[src/core/tssq_pkg.sv]
/*
  Shared constants for the touch-screen serial sequencer: control byte
  fields, channel codes, serial frame counts.
  Assumes a 50 MHz system clock that oversamples the serial clock.
*/
`default_nettype none
package tssq_pkg;
  localparam int unsigned CTRL_BITS = 8;
  localparam int unsigned RES_BITS = 12;
  localparam int unsigned SAR_CYCLES = 12;
  localparam int unsigned TAIL_CYCLES = 3;
  // control byte field positions, msb first
  localparam int unsigned BIT_START = 7;
  localparam int unsigned BIT_CH_HI = 6;
  localparam int unsigned BIT_CH_LO = 4;
  localparam int unsigned BIT_MODE = 3;
  localparam int unsigned BIT_REF = 2;
  localparam int unsigned BIT_PD_HI = 1;
  localparam int unsigned BIT_PD_LO = 0;
  // bits received before the mux can be set (start + channel + mode)
  localparam logic [3:0] ACQ_AT_BITS = 4'h5;
  localparam logic [2:0] CH_Y = 3'h1;
  localparam logic [2:0] CH_X = 3'h5;
  localparam logic [2:0] CH_AUX = 3'h2;
  localparam logic [2:0] CH_PEN = 3'h6;
  localparam logic [3:0] CNT_CTRL_LAST = 4'h7;
  localparam logic [3:0] CNT_RESULT_LAST = 4'hC;
  localparam logic [3:0] CNT_TAIL_LAST = 4'h2;
  localparam logic [11:0] LSB_DIVISOR_M1 = 12'hFFF;
  localparam logic [15:0] PHASE_SEL_RESET = 16'h0000;
endpackage : tssq_pkg
`default_nettype wire

[src/core/tssq_edge_sync.sv]
/*
  Two-flop synchroniser with edge detection for one async input.
  Assumes the input toggles far slower than sys_clk_i.
*/
`default_nettype none
module tssq_edge_sync (
  input wire logic sys_clk_i, // system clock
  input wire logic rstn_i,    // async reset, active low
  input wire logic async_i,   // asynchronous level
  input wire logic rst_val_i, // unused tie guard, must be constant
  output logic level_o,       // synchronised level
  output logic rise_o,        // one-cycle pulse on rising edge
  output logic fall_o         // one-cycle pulse on falling edge
);
  typedef struct packed {
    logic s1;
    logic s2;
    logic s3;
  } tssq_sync_t;
  tssq_sync_t st_ff, nxt_st;
  always_comb begin
    nxt_st = st_ff;
    nxt_st.s1 = async_i;
    nxt_st.s2 = st_ff.s1;
    nxt_st.s3 = st_ff.s2;
  end
  always_ff @(posedge sys_clk_i or negedge rstn_i) begin
    if (!rstn_i) begin
      st_ff <= '0;
    end else begin
      st_ff <= nxt_st;
    end
  end
  assign level_o = st_ff.s2;
  assign rise_o = st_ff.s2 & ~st_ff.s3;
  assign fall_o = ~st_ff.s2 & st_ff.s3;
  logic unused_rst_val;
  assign unused_rst_val = rst_val_i;
endmodule // tssq_edge_sync
`default_nettype wire

[src/core/tssq_sequencer.sv]
/*
  Serial control and conversion sequencer of a 12-bit SAR touch ADC.
  Samples serial_clock, chip select and serial input with sys_clk_i,
  decodes the control byte, drives panel switches and hold/convert
  strobes, and shifts the result out msb first.
  Assumes the analog SAR comparator result arrives on sar_cmp_i and
  that the serial clock is much slower than sys_clk_i.
*/
`default_nettype none
// Overview of operation
// - control byte is shifted in over the first eight serial clocks
// - acquisition starts and panel switches turn on once mux bits known
// - three clocks later hold is taken, conversion entered, drivers may drop
// - successive approximation runs over the twelve following serial clocks
// - differential mode keeps panel drivers on throughout conversion
// - a thirteenth clock after conversion start outputs the last bit
// - three more clocks complete the byte; output low, otherwise ignored
// - channel and reference bits set mux, drivers, reference; 110 is pen state
// - measurement mode grounds lower right and powers upper left
// - Y measurement: lower left to ground, upper right to supply
// - X measurement: lower left to supply, upper right to ground
// - differential mode takes reference from the driven panel nodes
// - one code step equals reference divided by 4096
// - serial input is sampled on rising serial clock while selected
// - output changes on falling clock and floats while deselected
// - serial input ignored until a high start bit appears
// - byte order: start, channel, resolution, reference, power down
module tssq_sequencer (
  input wire logic sys_clk_i,          // 50 MHz system clock
  input wire logic rstn_i,             // async reset, active low
  input wire logic serial_clock_i,     // host serial clock pin
  input wire logic csn_i,              // chip select pin, active low
  input wire logic din_i,              // serial data input pin
  input wire logic sar_cmp_i,          // comparator: input above trial level
  input wire logic pen_touch_irq_n_i,  // pen touch state pin, active low
  output logic dout_o,                 // serial data output
  output logic dout_oe_o,              // serial data output enable
  output logic upper_left_driver_o,    // upper left to supply
  output logic upper_right_driver_o,   // upper right: 1 supply, 0 ground
  output logic upper_right_en_o,       // upper right switch on
  output logic lower_left_driver_o,    // lower left: 1 supply, 0 ground
  output logic lower_left_en_o,        // lower left switch on
  output logic lower_right_driver_o,   // lower right to ground
  output logic y_drive_enable_o,       // Y position switches
  output logic x_drive_enable_o,       // X position switches
  output logic aux_sel_o,              // mux on aux_analog_input
  output logic ref_from_panel_o,       // reference taken from panel nodes
  output logic sample_o,               // sample/hold tracking
  output logic sar_trial_o,            // comparator trial valid
  output logic [11:0] sar_code_o,      // trial code to the capacitor dac
  output logic [11:0] result_o,        // last completed result
  output logic mode_8bit_o,            // resolution select of last byte
  output logic [1:0] power_down_sel_o  // power-down bits of last byte
);
  typedef enum logic [4:0] {
    ST_IDLE = 5'b00001,
    ST_CTRL = 5'b00010,
    ST_CONV = 5'b00100,
    ST_TAIL = 5'b01000,
    ST_DONE = 5'b10000
  } tssq_state_t;

  typedef struct packed {
    tssq_state_t state;
    logic [3:0] cnt;
    logic [7:0] ctrl;
    logic [11:0] sar;
    logic [11:0] res;
    logic [3:0] sar_idx;
    logic sampling;
    logic drv_on;
    logic dout;
    logic dout_oe;
    logic trial;
    logic [2:0] ch;
    logic ref_ser;
    logic mode8;
    logic [1:0] pd;
  } tssq_regs_t;

  tssq_regs_t r_ff, nxt_r;
  logic sclk_rise, sclk_fall, cs_lvl, din_lvl, pen_lvl;

  tssq_edge_sync u_sclk (
    .sys_clk_i(sys_clk_i),
    .rstn_i(rstn_i),
    .async_i(serial_clock_i),
    .rst_val_i(1'b0),
    .level_o(),
    .rise_o(sclk_rise),
    .fall_o(sclk_fall)
  );

  // csn, din and pen pass two flops before use
  logic [1:0] cs_s_ff, din_s_ff, pen_s_ff, cmp_s_ff;
  always_ff @(posedge sys_clk_i or negedge rstn_i) begin
    if (!rstn_i) begin
      cs_s_ff <= 2'h3;
      din_s_ff <= 2'h0;
      pen_s_ff <= 2'h3;
      cmp_s_ff <= 2'h0;
    end else begin
      cs_s_ff <= {cs_s_ff[0], csn_i};
      din_s_ff <= {din_s_ff[0], din_i};
      pen_s_ff <= {pen_s_ff[0], pen_touch_irq_n_i};
      cmp_s_ff <= {cmp_s_ff[0], sar_cmp_i};
    end
  end
  assign cs_lvl = ~cs_s_ff[1];
  assign din_lvl = din_s_ff[1];
  assign pen_lvl = ~pen_s_ff[1];

  function automatic logic needs_drive(input logic [2:0] ch);
    needs_drive = (ch == tssq_pkg::CH_Y) || (ch == tssq_pkg::CH_X);
  endfunction

  always_comb begin
    nxt_r = r_ff;
    nxt_r.trial = 1'b0;
    unique case (r_ff.state)
      ST_IDLE: begin
        if (cs_lvl && sclk_rise && din_lvl) begin
          nxt_r.state = ST_CTRL;
          nxt_r.ctrl = 8'h01;
          nxt_r.cnt = 4'h1;
        end
      end
      ST_CTRL: begin
        if (sclk_rise) begin
          nxt_r.ctrl = {r_ff.ctrl[6:0], din_lvl};
          nxt_r.cnt = r_ff.cnt + 4'h1;
          if (r_ff.cnt + 4'h1 == tssq_pkg::ACQ_AT_BITS) begin
            nxt_r.ch = {r_ff.ctrl[2:0]};
            nxt_r.mode8 = din_lvl;
            nxt_r.sampling = 1'b1;
            nxt_r.drv_on = needs_drive(r_ff.ctrl[2:0]);
          end
          if (r_ff.cnt + 4'h1 == tssq_pkg::ACQ_AT_BITS + 4'h1) begin
            nxt_r.ref_ser = din_lvl;
          end
          if (r_ff.cnt == tssq_pkg::CNT_CTRL_LAST) begin
            nxt_r.pd = {r_ff.ctrl[0], din_lvl};
            nxt_r.state = ST_CONV;
            nxt_r.cnt = 4'h0;
            nxt_r.sampling = 1'b0;
            nxt_r.drv_on = r_ff.drv_on & ~r_ff.ref_ser;
            nxt_r.sar = 12'h800;
            nxt_r.sar_idx = 4'hB;
          end
        end
      end
      ST_CONV: begin
        // one bit decision per serial clock
        if (sclk_rise && (r_ff.cnt != 4'h0)) begin
          nxt_r.trial = 1'b1;
          if (r_ff.ch == tssq_pkg::CH_PEN) begin
            nxt_r.sar[r_ff.sar_idx] = pen_lvl;
          end else begin
            nxt_r.sar[r_ff.sar_idx] = cmp_s_ff[1];
          end
          if (r_ff.sar_idx != 4'h0) begin
            nxt_r.sar[r_ff.sar_idx - 4'h1] = 1'b1;
            nxt_r.sar_idx = r_ff.sar_idx - 4'h1;
          end
        end
        // result out on falling edge, msb first
        if (sclk_fall) begin
          nxt_r.cnt = r_ff.cnt + 4'h1;
          if (r_ff.cnt == 4'h0) begin
            nxt_r.dout = 1'b0;
          end else begin
            nxt_r.dout = r_ff.sar[4'hC - r_ff.cnt];
          end
          // thirteenth clock shows the last bit
          if (r_ff.cnt == tssq_pkg::CNT_RESULT_LAST) begin
            nxt_r.dout = r_ff.sar[0];
            nxt_r.res = r_ff.sar;
            nxt_r.drv_on = 1'b0;
            nxt_r.state = ST_TAIL;
            nxt_r.cnt = 4'h0;
          end
        end
      end
      ST_TAIL: begin
        // tail clocks drive low, else ignored
        if (sclk_fall) begin
          nxt_r.dout = 1'b0;
          nxt_r.cnt = r_ff.cnt + 4'h1;
          if (r_ff.cnt == tssq_pkg::CNT_TAIL_LAST) begin
            nxt_r.state = ST_DONE;
          end
        end
      end
      ST_DONE: begin
        nxt_r.dout = 1'b0;
        nxt_r.state = ST_IDLE;
      end
      default: begin
        nxt_r.state = ST_IDLE;
      end
    endcase
    nxt_r.dout_oe = cs_lvl;
    if (!cs_lvl) begin
      nxt_r.state = ST_IDLE;
      nxt_r.dout = 1'b0;
      nxt_r.sampling = 1'b0;
      nxt_r.drv_on = 1'b0;
      nxt_r.cnt = 4'h0;
    end
  end

  always_ff @(posedge sys_clk_i or negedge rstn_i) begin
    if (!rstn_i) begin
      r_ff <= '0;
      r_ff.state <= ST_IDLE;
      r_ff.ref_ser <= 1'b1;
    end else begin
      r_ff <= nxt_r;
    end
  end

  // panel switch decode, registered
  logic ul_ff, ur_ff, ur_en_ff, ll_ff, ll_en_ff, lr_ff, y_ff, x_ff, aux_ff, refp_ff;
  always_ff @(posedge sys_clk_i or negedge rstn_i) begin
    if (!rstn_i) begin
      {ul_ff, ur_ff, ur_en_ff, ll_ff, ll_en_ff, lr_ff} <= 6'h00;
      {y_ff, x_ff, aux_ff, refp_ff} <= 4'h0;
    end else begin
      // upper left, lower right and corner enables follow drv_on, same for every channel
      ul_ff <= nxt_r.drv_on;
      lr_ff <= nxt_r.drv_on;
      ur_en_ff <= nxt_r.drv_on;
      ll_en_ff <= nxt_r.drv_on;
      // Y: ur supply, ll ground; X: reversed
      ur_ff <= nxt_r.drv_on & (nxt_r.ch == tssq_pkg::CH_Y);
      ll_ff <= nxt_r.drv_on & (nxt_r.ch == tssq_pkg::CH_X);
      y_ff <= nxt_r.drv_on & (nxt_r.ch == tssq_pkg::CH_Y);
      x_ff <= nxt_r.drv_on & (nxt_r.ch == tssq_pkg::CH_X);
      aux_ff <= (nxt_r.state != ST_IDLE) & (nxt_r.ch == tssq_pkg::CH_AUX);
      refp_ff <= ~nxt_r.ref_ser & needs_drive(nxt_r.ch);
    end
  end

  assign dout_o = r_ff.dout;
  assign dout_oe_o = r_ff.dout_oe;
  assign upper_left_driver_o = ul_ff;
  assign upper_right_driver_o = ur_ff;
  assign upper_right_en_o = ur_en_ff;
  assign lower_left_driver_o = ll_ff;
  assign lower_left_en_o = ll_en_ff;
  assign lower_right_driver_o = lr_ff;
  assign y_drive_enable_o = y_ff;
  assign x_drive_enable_o = x_ff;
  assign aux_sel_o = aux_ff;
  assign ref_from_panel_o = refp_ff;
  assign sample_o = r_ff.sampling;
  assign sar_trial_o = r_ff.trial;
  // 12-bit code, step = reference / (LSB_DIVISOR_M1 + 1)
  assign sar_code_o = r_ff.sar;
  assign result_o = r_ff.res;
  assign mode_8bit_o = r_ff.mode8;
  assign power_down_sel_o = r_ff.pd;

  property p_float_when_idle;
    @(posedge sys_clk_i) disable iff (!rstn_i)
      cs_s_ff[1] |=> !dout_oe_o;
  endproperty
  a_float_when_idle: assert property (p_float_when_idle) else $error("dout not floated");

  property p_tail_low;
    @(posedge sys_clk_i) disable iff (!rstn_i)
      (r_ff.state == ST_TAIL) && sclk_fall |=> !dout_o;
  endproperty
  a_tail_low: assert property (p_tail_low) else $error("tail bit not low");

  property p_hold_at_conv;
    @(posedge sys_clk_i) disable iff (!rstn_i)
      (r_ff.state == ST_CONV) |-> !sample_o;
  endproperty
  a_hold_at_conv: assert property (p_hold_at_conv) else $error("sampling during convert");

  property p_ratio_drive;
    @(posedge sys_clk_i) disable iff (!rstn_i)
      (r_ff.state == ST_CONV) && !r_ff.ref_ser && needs_drive(r_ff.ch) && cs_lvl
      && !(sclk_fall && (r_ff.cnt == tssq_pkg::CNT_RESULT_LAST))
      |=> ul_ff;
  endproperty
  a_ratio_drive: assert property (p_ratio_drive) else $error("drivers dropped");

  property p_y_corners;
    @(posedge sys_clk_i) disable iff (!rstn_i)
      y_drive_enable_o |-> upper_right_driver_o && !lower_left_driver_o && lower_right_driver_o;
  endproperty
  a_y_corners: assert property (p_y_corners) else $error("Y corners wrong");

  property p_x_corners;
    @(posedge sys_clk_i) disable iff (!rstn_i)
      x_drive_enable_o |-> !upper_right_driver_o && lower_left_driver_o && upper_left_driver_o;
  endproperty
  a_x_corners: assert property (p_x_corners) else $error("X corners wrong");

  property p_start_gate;
    @(posedge sys_clk_i) disable iff (!rstn_i)
      (r_ff.state == ST_IDLE) && sclk_rise && !din_lvl |=> r_ff.state == ST_IDLE;
  endproperty
  a_start_gate: assert property (p_start_gate) else $error("started without start bit");

  property p_conv_entry;
    @(posedge sys_clk_i) disable iff (!rstn_i)
      (r_ff.state == ST_CTRL) && sclk_rise && r_ff.cnt == 4'h7 && cs_lvl
      |=> r_ff.state == ST_CONV && r_ff.sar == 12'h800;
  endproperty
  a_conv_entry: assert property (p_conv_entry) else $error("no conversion after byte");

  property p_aux_no_drive;
    @(posedge sys_clk_i) disable iff (!rstn_i)
      aux_sel_o |-> !y_drive_enable_o && !x_drive_enable_o;
  endproperty
  a_aux_no_drive: assert property (p_aux_no_drive) else $error("aux with drivers");
endmodule // tssq_sequencer
`default_nettype wire

[config.mk]
export PLATFORM = sky130hd
export DESIGN_NAME = tssq_sequencer
export DESIGN_NICKNAME = d
export VERILOG_FILES = /design/src/core/tssq_pkg.sv /design/src/core/tssq_edge_sync.sv /design/src/core/tssq_sequencer.sv
export SDC_FILE = /design/constraint.sdc
export NUM_CORES = 1
export LEC_CHECK = 0
export BUFFER_PORTS_ARGS = -buffer_cell sky130_fd_sc_hd__buf_2
export CORE_MARGIN = 1.5
export CORE_UTILIZATION = 46
export DETAILED_ROUTE_END_ITERATION = 7
export PLACE_DENSITY = 0.66
export SLEW_MARGIN = 20
export SYNTH_ARGS = -nofsm -noshare
export SYNTH_HDL_FRONTEND = slang
export SYNTH_SLANG_ARGS = --single-unit
[constraint.sdc]
create_clock -name sys_clk_i -period 3.75 [get_ports sys_clk_i]
set_input_delay 0.9375 -clock sys_clk_i [delete_from_list [all_inputs] [get_ports sys_clk_i]]
set_output_delay 0.9375 -clock sys_clk_i [all_outputs]
set_load 0.02 [all_outputs]
==> results.json <==
{
  "port_buffers": 47,
  "cts_buffers": 9,
  "finalWirelength_um": 8050,
  "fmax_mhz": 402,
  "required_ns": 3.99,
  "start_util_pct": 47.9,
  "synth_edf_count": 0,
  "final_util_pct": 51.0,
  "ant_nets": 0,
  "cts-root-buf": "clkbuf_8",
  "vias_per_cell": 5.54,
  "drc_errors": 0,
  "dp_worst_setup_slack_ns": 1.32,
  "min_delay_worst_endpoint": "u_sclk.level_o$_DFF_PN0_",
  "rows": 32,
  "rsz0062_at_grt": "no",
  "async_flop_share_pct": 100,
  "cts_setup_buffers": 0,
  "max_cap_violations": 0,
  "reg2reg_depth": 8,
  "layout_common_cells": "dfrtp_1, buf_2, nand2_1, o21ai_0, a21oi_1",
  "crit_type": "reg -> reg",
  "min_period_over_period_pct": 66.4,
  "outcome": "complete, no violations",
  "finalCriticalPeriod_ns": 2.49,
  "start_kind": "flip-flop",
  "core_area_mm2": 0.00777,
  "place_inst": 486,
  "holdPathStages": 0,
  "tritoncts": "built",
  "final_cells": 502,
  "top_usage_layer": "met2",
  "grt_use_met2_pct": 29.3,
  "syn_avg_cell_area_um2": 9.71,
  "hold_buffers": 0,
  "synthDistinctLibCells": 61,
  "grtUsageMet1_pct": 27.7,
  "fin_skew_ns": 0.00597,
  "setup_ws_ns": 1.26,
  "crit_arrival_ns": 2.73,
  "cts.sinks": 67,
  "drtIter0Drc": 171,
  "setup-tns-final_ns": 0,
  "drive_gt1_share_pct": 24.8,
  "htreeDepth": 3,
  "groute.usage.overall_pct": 19.8,
  "grt_pass1_wl_um": 13200,
  "ys_seq_elements": 67,
  "finalSetupViolCount": 0,
  "synth_area_mm2": 0.00372,
  "synth_fp_nets": 402,
  "antenna_found_initial": 0,
  "slew_viol_final": 0,
  "worst_pin_slew_ns": 0.821,
  "n_antenna_cell": 0,
  "rr_startpoint": "r_ff[48]$_DFFE_PN0P_",
  "die_h_um": 92.9,
  "avgRoutedWirePerCell_um": 16.0,
  "layout_commonest_cell": "dfrtp_1",
  "vias": 2782,
  "gr-usage-met3_pct": 5.25,
  "hold_class": "reg -> reg",
  "r2r-end": "r_ff[13]$_DFFE_PN0P_",
  "final_nets": 414,
  "clock_latency_ns": 0.35,
  "ff2ff_setup_slack_ns": 1.26,
  "clock_path_buffers": 2,
  "ios": 48,
  "worstSetupEndpointType": "flip-flop",
  "die_area_mm2": 0.00863,
  "gp_congestion": 0.817,
  "firstDrtPassIters": 4,
  "clk_pin_slew_ns": 0.07,
  "dieWidth_um": 92.9,
  "synth_flop_cell": "dfrtp_1",
  "areaGrowthSynthToFinish_pct": 6.63,
  "p_per_area_mw_per_mm2": 350,
  "power_leakage_nw": 1.92,
  "grt_max_degree": 68,
  "grt_pass1_vias": 2603,
  "dp_hpwl_um": 5710,
  "peakVddDrop_uv": 139,
  "worst_hold_startpoint": "u_sclk.nxt_st[1]$_DFF_PN0_",
  "ys_warn_count": 0,
  "slew_headroom_pct": 45.3,
  "gr-total-overflow": 0,
  "syn_inst": 383,
  "crit_fanout": 24,
  "cts_resized": 0,
  "finalHoldViolCount": 0,
  "ys_seq_area_share_pct": 45.3
}
-- worst max-delay path: stages, from the launching register on --
cell     delay, ns
dfrtp_1       0.54
inv_1         0.18
ha_1          0.32
a21oi_1       0.14
nand2_2       0.32
inv_2         0.12
nor2_2        0.39
a31oi_1       0.14
o22a_1        0.23
-- report_power, final --
part	internal (mW)	switching, mW	leakage, nW
sequential	0.733	0.0105	0.892
clock	0.304	0.289	0.0950
combinational	0.0163	0.0340	0.938
-- how the worst max path moves through the flow --
stage,start,slack (ns),endpoint,cells after the start
final,r_ff[48]$_DFFE_PN0P_,1.26,r_ff[13]$_DFFE_PN0P_,8
after global routing,r_ff[48]$_DFFE_PN0P_,1.03,y_drive_enable_o$_DFF_PN0_,7
after CTS,r_ff[48]$_DFFE_PN0P_,1.33,r_ff[13]$_DFFE_PN0P_,8
after detailed placement,r_ff[48]$_DFFE_PN0P_,1.32,y_drive_enable_o$_DFF_PN0_,7
after global placement,r_ff[48]$_DFFE_PN0P_,1.43,x_drive_enable_o$_DFF_PN0_,7
after floorplan,r_ff[48]$_DFFE_PN0P_,1.83,dout_o$_DFFE_PN0P_,8
-- area by class of cell --
class	instances	area (µm²)
clock buffer	9	124
clock inverter	7	68.8
fill	716	3800
inverter	15	56.3
multi-input combinational	254	1660
sequential	67	1680
tap	102	128
timing repair buffer	48	243
-- cell usage after synthesis, drive strengths merged, types with 2 or more instances --
| master | n | area share [%] |
|---|---|---|
| o22a | 3 | 0.71 |
| xor2 | 2 | 0.67 |
| nand4b | 2 | 0.47 |
| and2 | 3 | 0.50 |
| dfrtp | 61 | 41 |
| dfstp | 6 | 4.2 |
| o21ai | 31 | 4.2 |
| a22oi | 7 | 1.4 |
| nand2b | 7 | 1.4 |
| nor3 | 12 | 1.8 |
| a31oi | 7 | 1.2 |
| nor2 | 26 | 3.0 |
| mux4 | 3 | 1.8 |
| nand2 | 41 | 4.2 |
| mux2 | 13 | 3.9 |
| nand3 | 12 | 1.6 |
| nor2b | 8 | 1.3 |
| a22o | 3 | 0.71 |
| a21oi | 24 | 3.2 |
| nor4 | 2 | 0.34 |
| o21a | 3 | 0.61 |
| a21o | 2 | 0.40 |
| a211o | 2 | 0.47 |
| clkbuf | 7 | 0.74 |
| buf | 40 | 7.8 |
| inv | 15 | 1.5 |
| nand4 | 3 | 0.50 |
| ha | 12 | 4.0 |
| nand3b | 3 | 0.61 |
| nor4b | 2 | 0.47 |
-- registers in the layout, summed over array words and instances, names as in the netlist --
register	count
y_drive_enable_o	1
cmp_s_ff	2
din_s_ff	2
aux_sel_o	1
sar_trial_o	1
u_sclk.level_o	1
sample_o	1
r_ff	20
x_drive_enable_o	1
ref_from_panel_o	1
power_down_sel_o	2
u_sclk.st_ff	1
sar_code_o	12
cs_s_ff	2
lower_right_driver_o	1
result_o	12
u_sclk.nxt_st	1
dout_oe_o	1
mode_8bit_o	1
pen_s_ff	2
dout_o	1
-- cell families after synthesis --
family / synth area share [%]
xor+xnor: 0.909
mux: 6.02
buf+inv: 10.0
compound gates: 15.9
fa+ha+maj: 4.04
flops: 45.3
simple gates: 17.8
-- metrics by stage --
step	hold slack, ns	cell area, µm²	total power [mW]
after floorplan	0.331	3720	0.782
after global placement	0.334	3770	0.808
after detailed placement	0.337	3770	0.809
after CTS	0.355	3960	1.40
after global routing	0.360	3960	1.44
final	0.352	3960	1.39
-- routing by layer --
layer  routed length, µm  up-vias
li1                    -     1349
met1                3940     1337
met2                3600       79
met3                 321       17
met4                 193        0
met5                   0        -
Power figures use the tool's default switching activity.
